File: src/core/twc_consts.svh
// Constants for the timer and watchdog counter block
`ifndef TWC_CONSTS_SVH
`define TWC_CONSTS_SVH
`define TWC_AW 8
`define TWC_CTRL_OFF 8'h00
`define TWC_LOW_OFF 8'h04
`define TWC_HIGH_OFF 8'h08
`define TWC_PRESC_OFF 8'h0C
`define TWC_WDCFG_OFF 8'h10
`define TWC_CTRL_RST 8'h12
`define TWC_CONST_RST 8'hFF
`define TWC_PRESC_RST 8'hFF
`define TWC_KEY_ONE 8'hAA
`define TWC_KEY_TWO 8'h55
`define TWC_RESP_OKAY 2'h0
`define TWC_RESP_SLVERR 2'h2
`define TWC_DIV_LAST 2'h3
`endif

File: src/core/twc_pkg.sv
// Types shared by the timer and watchdog counter block
`include "twc_consts.svh"
package twc_pkg;
   typedef enum logic [1:0] {
      TWC_IN_EVENT = 2'h0,
      TWC_IN_GATED = 2'h1,
      TWC_IN_TRIG = 2'h2,
      TWC_IN_RETRIG = 2'h3
   } twc_inmode_t;
   typedef struct packed {
      logic run;
      logic single;
      twc_inmode_t inmode;
      logic in_en;
      logic out_mode;
      logic out_level;
      logic out_en;
   } twc_ctrl_t;
   typedef struct packed {
      logic awvalid;
      logic [`TWC_AW-1:0] awaddr;
      logic wvalid;
      logic [31:0] wdata;
      logic [3:0] wstrb;
      logic bready;
      logic arvalid;
      logic [`TWC_AW-1:0] araddr;
      logic rready;
   } twc_axi_req_t;
   typedef struct packed {
      logic awready;
      logic wready;
      logic bvalid;
      logic [1:0] bresp;
      logic arready;
      logic rvalid;
      logic [31:0] rdata;
      logic [1:0] rresp;
   } twc_axi_rsp_t;
   typedef struct packed {
      twc_ctrl_t ctrl;
      logic [7:0] const_lo;
      logic [7:0] const_hi;
      logic [7:0] presc;
      logic [15:0] cnt;
      logic [7:0] psc;
      logic [1:0] div4;
      logic const_new;
      logic was_run;
      logic armed;
      logic wd_en;
      logic a0_sel;
      logic key_seen;
      logic wave;
      logic pin;
      logic in_s1;
      logic in_s2;
      logic in_s3;
      logic irq_s1;
      logic irq_s2;
      logic irq_top;
      logic irq_a0;
      logic sys_rst;
      logic aw_got;
      logic w_got;
      logic [`TWC_AW-1:0] awaddr;
      logic [7:0] wbyte;
      logic wlane;
      twc_axi_rsp_t axi;
   } twc_state_t;
endpackage

File: src/core/twc_timer.sv
// Timer, event counter and watchdog with AXI4-Lite register access
`timescale 1ns/1ps
`default_nettype none
`include "twc_consts.svh"
module twc_timer (
   // Clock and reset
   input wire logic clk,
   input wire logic rst,
   // Register bus
   input wire twc_pkg::twc_axi_req_t axi_req,
   output var twc_pkg::twc_axi_rsp_t axi_rsp,
   // Pins
   input wire logic count_input_pin,
   input wire logic ext_irq_input_zero,
   output logic waveform_output_pin,
   // Interrupt and reset requests
   output logic eoc_irq_top,
   output logic eoc_irq_a0,
   output logic sys_reset_req
);
   import twc_pkg::*;

   twc_state_t s;
   twc_state_t next_s;
   logic run;
   logic fall;
   logic q4;
   logic ext;
   logic tick;
   logic step;
   logic eoc;
   logic wr_go;
   logic rd_go;
   logic wr_ctrl;
   logic [15:0] const_full;

   // Byte lane 0 carries all eight-bit registers
   function automatic logic [7:0] rd_mux(input logic [`TWC_AW-1:0] a,
                                         input twc_state_t st);
      logic [7:0] v;
      v = 8'h00;
      case (a)
         `TWC_CTRL_OFF: v = st.ctrl;
         `TWC_LOW_OFF: v = st.cnt[7:0];
         `TWC_HIGH_OFF: v = st.cnt[15:8];
         `TWC_PRESC_OFF: v = st.presc;
         `TWC_WDCFG_OFF: v = {6'h00, st.a0_sel, st.wd_en};
         default: v = 8'h00;
      endcase
      return v;
   endfunction

   function automatic logic mapped(input logic [`TWC_AW-1:0] a);
      return a == `TWC_CTRL_OFF || a == `TWC_LOW_OFF ||
             a == `TWC_HIGH_OFF || a == `TWC_PRESC_OFF ||
             a == `TWC_WDCFG_OFF;
   endfunction

   // ----------------------------------------------------------------
   // Next-state logic
   // ----------------------------------------------------------------
   always_comb begin
      next_s = s;
      const_full = {s.const_hi, s.const_lo};
      // two-stage sync, edge from synced stages
      next_s.in_s1 = count_input_pin;
      next_s.in_s2 = s.in_s1;
      next_s.in_s3 = s.in_s2;
      next_s.irq_s1 = ext_irq_input_zero;
      next_s.irq_s2 = s.irq_s1;
      fall = s.in_s3 & ~s.in_s2;
      // free divider gives the clock/4 tick
      next_s.div4 = s.div4 + 2'h1;
      q4 = s.div4 == `TWC_DIV_LAST;
      run = s.wd_en | s.ctrl.run;
      ext = s.ctrl.in_en & ~s.wd_en;
      next_s.was_run = run;
      // arm on first edge after run set
      if (!run) begin
         next_s.armed = 1'b0;
      end else if (ext && s.ctrl.inmode == TWC_IN_TRIG && fall) begin
         next_s.armed = 1'b1;
      end
      // pick count source from input mode
      tick = 1'b0;
      if (!ext) begin
         tick = q4;
      end else begin
         unique case (s.ctrl.inmode)
            // each synced falling edge is one count
            TWC_IN_EVENT: tick = fall;
            TWC_IN_GATED: tick = q4 & s.in_s2;
            TWC_IN_TRIG: tick = q4 & s.armed;
            TWC_IN_RETRIG: tick = q4;
         endcase
      end
      tick = tick & run;
      // prescaler wrap every value plus one ticks
      step = tick && s.psc == 8'h00;
      eoc = step && s.cnt == 16'h0000;
      next_s.irq_top = 1'b0;
      next_s.irq_a0 = s.irq_s2;
      next_s.sys_rst = 1'b0;
      if (tick) begin
         next_s.psc = step ? s.presc : s.psc - 8'h01;
      end
      if (step) begin
         next_s.cnt = s.cnt - 16'h0001;
      end
      if (eoc) begin
         next_s.cnt = const_full;
         next_s.const_new = 1'b0;
         // single run stops and clears run bit
         if (s.ctrl.single && !s.wd_en) begin
            next_s.ctrl.run = 1'b0;
         end
         if (s.wd_en) begin
            next_s.sys_rst = 1'b1;
         end else if (s.a0_sel) begin
            // timer end is ORed with the external A0 source
            next_s.irq_a0 = 1'b1;
         end else begin
            next_s.irq_top = 1'b1;
         end
         // square wave toggles at each end
         next_s.wave = s.ctrl.out_mode ? s.ctrl.out_level : ~s.wave;
      end
      // halted constant change loads at restart
      if (run && !s.was_run && s.const_new) begin
         next_s.cnt = const_full;
         next_s.psc = s.presc;
         next_s.const_new = 1'b0;
      end
      if (run && ext && s.ctrl.inmode == TWC_IN_RETRIG && fall) begin
         next_s.cnt = const_full;
         next_s.psc = s.presc;
         next_s.const_new = 1'b0;
      end

      // AXI write channel: address and data in either order
      if (axi_req.awvalid && s.axi.awready) begin
         next_s.aw_got = 1'b1;
         next_s.awaddr = axi_req.awaddr;
      end
      if (axi_req.wvalid && s.axi.wready) begin
         next_s.w_got = 1'b1;
         next_s.wbyte = axi_req.wdata[7:0];
         next_s.wlane = axi_req.wstrb[0];
      end
      wr_go = s.aw_got && s.w_got && !s.axi.bvalid;
      wr_ctrl = wr_go && s.wlane && s.awaddr == `TWC_CTRL_OFF;
      if (wr_go) begin
         next_s.aw_got = 1'b0;
         next_s.w_got = 1'b0;
         next_s.axi.bvalid = 1'b1;
         next_s.axi.bresp = mapped(s.awaddr) ? `TWC_RESP_OKAY
                                             : `TWC_RESP_SLVERR;
         if (s.wlane) begin
            unique case (s.awaddr)
               // software write wins over hardware clear
               // single bit and run bit in one write
               `TWC_CTRL_OFF: next_s.ctrl = s.wbyte;
               `TWC_LOW_OFF: begin
                  if (s.wd_en) begin
                     if (s.key_seen && s.wbyte == `TWC_KEY_TWO) begin
                        next_s.cnt = const_full;
                        next_s.psc = s.presc;
                     end
                     next_s.key_seen = s.wbyte == `TWC_KEY_ONE;
                  end else begin
                     next_s.const_lo = s.wbyte;
                     next_s.const_new = 1'b1;
                  end
               end
               `TWC_HIGH_OFF: begin
                  if (!s.wd_en) begin
                     next_s.const_hi = s.wbyte;
                     next_s.const_new = 1'b1;
                  end
               end
               `TWC_PRESC_OFF: begin
                  next_s.presc = s.wbyte;
                  next_s.psc = s.wbyte;
               end
               // Watchdog enable cannot be withdrawn once set
               `TWC_WDCFG_OFF: begin
                  next_s.wd_en = s.wd_en | s.wbyte[0];
                  next_s.a0_sel = s.wbyte[1];
               end
               default: next_s.ctrl = s.ctrl;
            endcase
         end
      end
      if (s.axi.bvalid && axi_req.bready) begin
         next_s.axi.bvalid = 1'b0;
      end
      next_s.axi.awready = !next_s.aw_got && !next_s.axi.bvalid;
      next_s.axi.wready = !next_s.w_got && !next_s.axi.bvalid;

      // AXI read channel: one read at a time
      rd_go = axi_req.arvalid && s.axi.arready;
      if (rd_go) begin
         next_s.axi.rvalid = 1'b1;
         next_s.axi.rdata = {24'h000000, rd_mux(axi_req.araddr, s)};
         next_s.axi.rresp = mapped(axi_req.araddr) ? `TWC_RESP_OKAY
                                                   : `TWC_RESP_SLVERR;
      end
      if (s.axi.rvalid && axi_req.rready) begin
         next_s.axi.rvalid = 1'b0;
      end
      next_s.axi.arready = !next_s.axi.rvalid;

      // disabled output sits high for pin sharing
      next_s.pin = next_s.ctrl.out_en ? next_s.wave : 1'b1;
   end

   // ----------------------------------------------------------------
   // State register
   // ----------------------------------------------------------------
   // whole counter state lives here
   always_ff @(posedge clk) begin
      if (rst) begin
         s <= '0;
         s.ctrl <= `TWC_CTRL_RST;
         s.const_lo <= `TWC_CONST_RST;
         s.const_hi <= `TWC_CONST_RST;
         s.presc <= `TWC_PRESC_RST;
         s.psc <= `TWC_PRESC_RST;
         s.cnt <= {`TWC_CONST_RST, `TWC_CONST_RST};
         s.pin <= 1'b1;
         s.wave <= 1'b1;
         s.in_s1 <= 1'b1;
         s.in_s2 <= 1'b1;
         s.in_s3 <= 1'b1;
      end else begin
         s <= next_s;
      end
   end

   // Outputs straight from flops
   assign axi_rsp = s.axi;
   assign waveform_output_pin = s.pin;
   assign eoc_irq_top = s.irq_top;
   assign eoc_irq_a0 = s.irq_a0;
   assign sys_reset_req = s.sys_rst;
endmodule
`default_nettype wire

File: config.mk
export PLATFORM = sky130hd
export DESIGN_NAME = twc_timer
export DESIGN_NICKNAME = d
export VERILOG_FILES = /design/src/core/twc_pkg.sv /design/src/core/twc_timer.sv
export VERILOG_INCLUDE_DIRS = /design/src /design/src/core
export SDC_FILE = /design/constraint.sdc
export NUM_CORES = 1
export LEC_CHECK = 0
export ABC_AREA = 1
export CORE_MARGIN = 4
export CORE_UTILIZATION = 45
export CTS_CLUSTER_SIZE = 8
export DETAILED_ROUTE_END_ITERATION = 6
export DONT_BUFFER_PORTS = 1
export SLEW_MARGIN = 20
export SYNTH_ARGS = -nofsm -noshare
export SYNTH_HDL_FRONTEND = slang
export SYNTH_SLANG_ARGS = --single-unit
File: constraint.sdc
create_clock -name clk -period 2.3 [get_ports clk]
set_input_delay 0.46 -clock clk [delete_from_list [all_inputs] [get_ports clk]]
set_output_delay 0.46 -clock clk [all_outputs]
set_load 0.05 [all_outputs]
Word level (Yosys, flattened, before mapping)
Cells that the tools add are included.
W data, S select, Z words.
{"block": "classes", "n_shift": 0, "add_sub_neg": 3, "multipliers": 0, "muxes": 46, "reduce_logical": 52, "bitwise_logic": 14, "n_div": 0, "n_eq_ne": 15, "order_cmp": 0}
{"cell": "$mux W56", "n": 2}
{"cell": "$mux W24", "n": 4}
{"cell": "$mux W8", "n": 7}
{"cell": "$mux W16", "n": 3}
{"cell": "$pmux W8 S5", "n": 1}
{"cell": "$mux W35", "n": 1}
{"cell": "$eq A8 B4 Y1 const B", "n": 4}
{"cell": "$pmux W8 S2", "n": 2}
{"cell": "$logic_not A8 Y1", "n": 3}
{"cell": "$logic_and A1 B1 Y1", "n": 20}
{"cell": "$mux W1", "n": 20}
{"cell": "$eq A8 B3 Y1 const B", "n": 2}
{"cell": "$eq A8 B5 Y1 const B", "n": 2}
{"cell": "$logic_not A16 Y1", "n": 1}
{"cell": "$reduce_and A4 Y1", "n": 4}
{"cell": "$sub A16 B1 Y16 const B", "n": 1}
{"cell": "$eq A8 B7 Y1 const B", "n": 1}
{"cell": "$eq A8 B8 Y1 const B", "n": 1}
{"cell": "$logic_or A1 B1 Y1", "n": 8}
{"cell": "$mux W2", "n": 4}
{"cell": "$reduce_or A2 Y1", "n": 4}
{"cell": "$sub A8 B1 Y8 const B", "n": 1}
{"cell": "$logic_not A1 Y1", "n": 7}
{"cell": "$not A1 Y1", "n": 7}
{"cell": "other kinds (12)", "n": 20}
{"block": "totals", "latch_bits": 0, "out_inout_bits": 45, "mem_count": 0, "romBits": 0, "in_bits": 61, "ram_bits": 0, "register_bits": 110}

Depth between registers and ports, before layout
{"block": "logic_depth", "word_depth": 17, "mapped_depth": 19, "mapped_depth_nobuf": 19}

Least setup slack after synthesis
Ideal clock, no wire load.
{"block": "synth_timing", "path_kind": "register to register", "startpoint": "register s[130] (netlist name)", "endpoint": "register s[89] (netlist name)", "path_stages_with_launch": 18, "setup_slack_ns": 0.389, "required_ns": 2.181, "n_path_buf": 1, "setup_ns": 0.119, "arrival_ns": 1.793, "path_cell_list": "dfxtp_1 inv_1 ha_1 nand2_1 nand3_1 nand2_1 nand2_1 nand2_1 nand2_1 nand2_2 nand3_4 nor2_4 nand4_4 nand2_4 buf_6 a21oi_1 o21ai_0 nand2_1"}
{"block": "synth_between", "elab_chain_cells": 14, "word_cells_on_any_way": 20, "classes_between": "eq/ne: 3; mux: 11; bitwise: 1; reduce/logical: 5"}
{"item": "start: declaration", "line_no": "twc_timer.sv:23", "source": "twc_state_t s;"}
{"item": "start signal: assignment", "line_no": "twc_timer.sv:236", "source": "s <= next_s;"}
{"item": "$eq A2 B2 Y1, or another cell as far along", "line_no": "twc_timer.sv:89, twc_timer.sv:134"}
{"item": "$pmux W1 S4", "line_no": "twc_timer.sv:89", "source": "unique case (s.ctrl.inmode)"}
{"item": "$mux W1", "line_no": "twc_timer.sv:86", "source": "if (!ext) begin"}
{"item": "$and A1 B1 Y1", "line_no": "twc_timer.sv:97", "source": "tick = tick & run;"}
{"item": "$logic_and A1 B1 Y1", "line_no": "twc_timer.sv:99", "source": "step = tick && s.psc == 8'h00;"}
{"item": "$mux W16 / $logic_and A1 B1 Y1 (equally long branches)", "line_no": "twc_timer.sv:107, twc_timer.sv:100"}
{"item": "$mux W16", "line_no": "twc_timer.sv:110", "source": "if (eoc) begin"}
{"item": "$mux W24", "line_no": "twc_timer.sv:129", "source": "if (run && !s.was_run && s.const_new) begin"}
{"item": "$mux W24 *", "line_no": "twc_timer.sv:134", "source": "if (run && ext && s.ctrl.inmode == TWC_IN_RETRIG && fall) begin"}
{"item": "$mux W24", "line_no": "twc_timer.sv:165", "source": "if (s.key_seen && s.wbyte == `TWC_KEY_TWO) begin"}
{"item": "$mux W24", "line_no": "twc_timer.sv:164", "source": "if (s.wd_en) begin"}
{"item": "$mux W16", "line_no": "twc_timer.sv:159", "source": "unique case (s.awaddr)"}
{"item": "$mux W56", "line_no": "twc_timer.sv:158", "source": "if (s.wlane) begin"}
{"item": "$mux W56 *", "line_no": "twc_timer.sv:152", "source": "if (wr_go) begin"}
Mark *: on every way between the ends. The rest lies on a longest branch, timed or not.
A chain may end at the register's enable or synchronous reset.

Final worst setup path
{"block": "layout_timing", "startpoint": "register s[79] (netlist name)", "endpoint": "register s[90] (netlist name)"}
{"block": "layout_between", "elab_chain_cells": 11, "word_cells_on_any_way": 12, "classes_between": "mux: 9; reduce/logical: 3"}
{"item": "$logic_not A8 Y1 *", "line_no": "twc_timer.sv:99"}
{"item": "$logic_and A1 B1 Y1 *", "line_no": "twc_timer.sv:99"}
{"item": "$mux W16 / $logic_and A1 B1 Y1 (equally long branches)", "line_no": "twc_timer.sv:107, twc_timer.sv:100"}
{"item": "$mux W16 *", "line_no": "twc_timer.sv:110"}
{"item": "$mux W24 *", "line_no": "twc_timer.sv:129"}
{"item": "$mux W24 *", "line_no": "twc_timer.sv:134"}
{"item": "$mux W24", "line_no": "twc_timer.sv:165"}
{"item": "$mux W24", "line_no": "twc_timer.sv:164"}
{"item": "$mux W16", "line_no": "twc_timer.sv:159"}
{"item": "$mux W56", "line_no": "twc_timer.sv:158"}
{"item": "$mux W56 *", "line_no": "twc_timer.sv:152"}
Marked as above.

==> summary.md <==
| Metric | Value |
|---|---|
| R2r setup slk | `0.07 ns` |
| Io pins | `about 110` |
| Root buf cell | `clkbuf_16` |
| Period utilization | `96.9%` |
| Worst r2r src | `s[79]` |
| Fraction of registers with async set/reset | `0%` |
| Port bufs | `0` |
| Slowest-stage cell, CP | `dfxtp_2` |
| Final setup fails | `0` |
| Main synth FF type | `dfxtp_1` |
| Initial Util | `45.7%` |
| Total GRT Usage | `22.1%` |
| Worst Hold Class | `primary input to register` |
| Minimum clock period after layout | `2.23 ns` |
| Maximum Capacitance Violations | `0` |
| Post-DRT Antenna Nets | `0` |
| Fmax | `about 0.45 GHz` |
| Layout cell share with drive strength beyond 1 | `between 10% and 20%` |
| Hold Vio Cnt, Final | `0` |
| Drt pass-1 iters | `6` |
| CP endpoint kind | `register` |
| Routability Congestion | `0.953` |
| Top area cells in the synthesized netlist | `dfxtp_1 38%, nand2_1 10%, inv_1 7.1%, o21ai_0 5.7%, buf_4 5.5%` |
| Vias in the first global route | `5,057` |
| Die Wd | `121 µm` |
| EDFF count, synth | `0` |
| Antenna violations before repair | `0` |
| Setup CP Type | `register to register` |
| Detailed Route Iter0 Violations | `386` |
| HP Start | `rst` |
| Cells after synthesis | `815` |
| # hold bufs at CTS | `0` |
| Grt ovf | `0` |
| PwrDens | `612 nW/µm²` |
| Area grow syn2layout | `12.2%` |
| Deepest clock path buffer count | `2` |
| Row cnt | `41` |
| Post-placement cell area | `5910 µm²` |
| RR Endpoint | `s[90]` |
| Req. time, crit path | `2.60 ns` |
| Seq cells post-synth | `108` |
| Leakage power total | `0.00308 µW` |
| Post-synth cell types | `50` |
| Clock Latency Late Sink | `approximately 0.36 ns` |
| Ant diodes | `0` |
| H-tree depth | `3` |
| Hold path depth | `1` |
| CTS sink cnt | `between 100 and 150` |
| DR WL/cell | `~16 µm` |
| Via count | `5,269` |
| Post-Route WL | `15,800 µm` |
| Final instance area | `6450 µm²` |
| Syn Area/Cell | `about 7.1 µm²` |
| FF-to-FF path depth | `15` |
| Setup repair after global routing missed its margin | `true` |
| Cell area after synthesis | `5750 µm²` |
| Rel. slew slack | `roughly three fifths` |
| CTS clk-pin slew, worst paths | `0.07 ns` |
| Status | `finished, final reports clean` |
| Ys Warns | `0` |
| Post-layout power | `roughly 3900 µW` |
| Worst Path Max Fanout | `11` |
| Biggest cell delay along the critical path | `0.33 ns` |
| Endpoint, Worst Hold | `axi_rsp[38]` |
| Maximum VDD drop | `0.732 mV` |
| CTS tree | `built` |
| DRC viols | `0` |
| Startpoint Class | `register` |
| Largest net degree at the start of global routing | `43` |
| Die Y | `121 µm` |
| Die area | `approximately 15,000 µm²` |
| Nets | `around 890` |
| Hpwl dp | `about 12,000 µm` |
| Sequential fraction of the synthesis area | `between 30% and 40%` |
| Final Skew | `roughly 0.008 ns` |
| Vias per cell | `5.28` |
| CP arrival | `2.53 ns` |
| Synth area leader | `dfxtp_1` |
| Worst path cell trace | `inv_2 > ha_4 > nand2_4 > nor2_4 > nand2_2 > nor3_4 > nand3_4 > inv_1 > buf_12 > nand2_1 > o21ai_1 > nand3_4 > nand3_2 > nand2_1 > nand3_1` |
| Core Box Area | `12,600 µm²` |
| First-pass GRT wire length | `25,400 µm` |
| Num CTS Buffers | `9` |
| Actual slew at the worst max-slew pin | `~0.6 ns` |
| Yosys top cell area share | `a little under two fifths` |
| Slew Limit Fails | `0` |
==> power breakdown <==
part / internal, µW / total (µW) / switching (µW)
registers: 1910 / 1980 / 64.2
logic: 73.4 / 332 / 259
clock network: 885 / 1640 / 751
total: 2870 / 3950 / 1070
==> cell families (layout without fill, tap and decap cells) <==
kind of cell,after synthesis,in the layout,synth area share [%]
flip-flops,108,108,37.6
adder cells (fa/ha/maj),6,6,1.31
other,1,26,0.0652
multiplexers,1,1,0.174
AND/OR/NAND/NOR,326,326,25.7
XOR/XNOR,16,16,2.44
buffers and inverters,185,171,15.2
AO/OA/AOI/OAI,172,172,17.5
==> cell usage after synthesis (2+ instances only) <==
cell / number
a21oi_1: 39
a22o_1: 4
a31oi_1: 4
buf_2: 5
buf_4: 42
buf_6: 2
clkbuf_1: 17
dfxtp_1: 108
ha_1: 6
inv_1: 109
inv_2: 8
nand2_1: 160
nand2_2: 4
nand3_1: 39
nand4_1: 10
nand4_4: 2
nor2_1: 71
nor2_2: 6
nor2_4: 2
nor3_1: 10
nor4_1: 11
o2111ai_1: 4
o211ai_1: 28
o21ai_0: 66
o21ai_1: 11
o221ai_1: 3
o22ai_1: 6
or2_2: 2
xnor2_1: 2
xor2_1: 14
==> state kept, by name, indices dropped and copies added (netlist names) <==
name / flops
s: 70
sys_reset_req: 1
axi_rsp: 15
eoc_irq_a0: 1
waveform_output_pin: 1
eoc_irq_top: 1
next_s: 3
const_full: 16
==> area by class of cell <==
class,instances,area (µm²)
clock buffer,10,239
inverter,118,443
clock inverter,6,68.8
fill,1277,6120
sequential,108,2170
tap,172,215
multi-input combinational,547,2990
timing repair buffer,37,328
==> what timing repair did <==
| action | CTS | global route |
|---|---|---|
| resized for setup | 0 | 50 |
| endpoints found under the hold margin | 0 | 0 |
| setup endpoints to repair | 0 | 27 |
| buffers inserted | 0 | 2 |
==> how the worst max path moves through the flow <==
stage               startpoint     to  cells past startpoint
finish                   s[79]  s[90]                     15
global route            s[131]  s[90]                     17
CTS                     s[131]  s[90]                     16
detailed placement      s[131]  s[90]                     16
global placement         s[78]  s[90]                     14
floorplan               s[130]  s[89]                     17
==> worst max-delay path: cells and delay by family, from the launching register on <==
family	cells	cell delay (ns)
compound gates	1	0.18
fa+ha+maj	1	0.15
buf+inv	3	0.39
flops	1	0.33
simple gates	10	1.12
==> through the flow <==
stage,std cells,hold slack [ns],util (%),TNS (ns),setup WS (ns)
finish,998,0.168,51.3,0,0.0712
global route,998,0.147,51.3,-0.233,-0.0517
CTS,995,0.151,49.5,0,0.0671
detailed placement,979,0.392,47.0,0,0.0861
global placement,979,0.398,47.0,0,0.124
floorplan,840,0.388,-,0,0.389
==> layer usage <==
metal / wire length [µm] / global-route usage, %
met1: 6980 / 27.9
met2: 7530 / 36.7
met3: 847 / 5.13
met4: 405 / 8.14
met5: 0 / 0
==> cell usage in the layout, fill, tap and decap left out, drive strengths merged, types with 2 or more instances in the layout <==
cell,Yosys,final
xnor2,2,2
ha,6,6
clkinv,1,4
a22o,4,4
or2,3,3
a21oi,39,39
nand2,165,165
o221ai,3,3
o211ai,28,28
dfxtp,108,108
a31oi,4,4
o21ai,77,77
o22ai,6,6
xor2,14,14
inv,117,119
nor2,79,79
buf,50,36
o2111ai,4,4
nand3,40,40
nand4,12,12
nor3,12,12
nor4,12,12
clkbuf,17,11
conb,1,26
(Power assumes the default switching activity.)
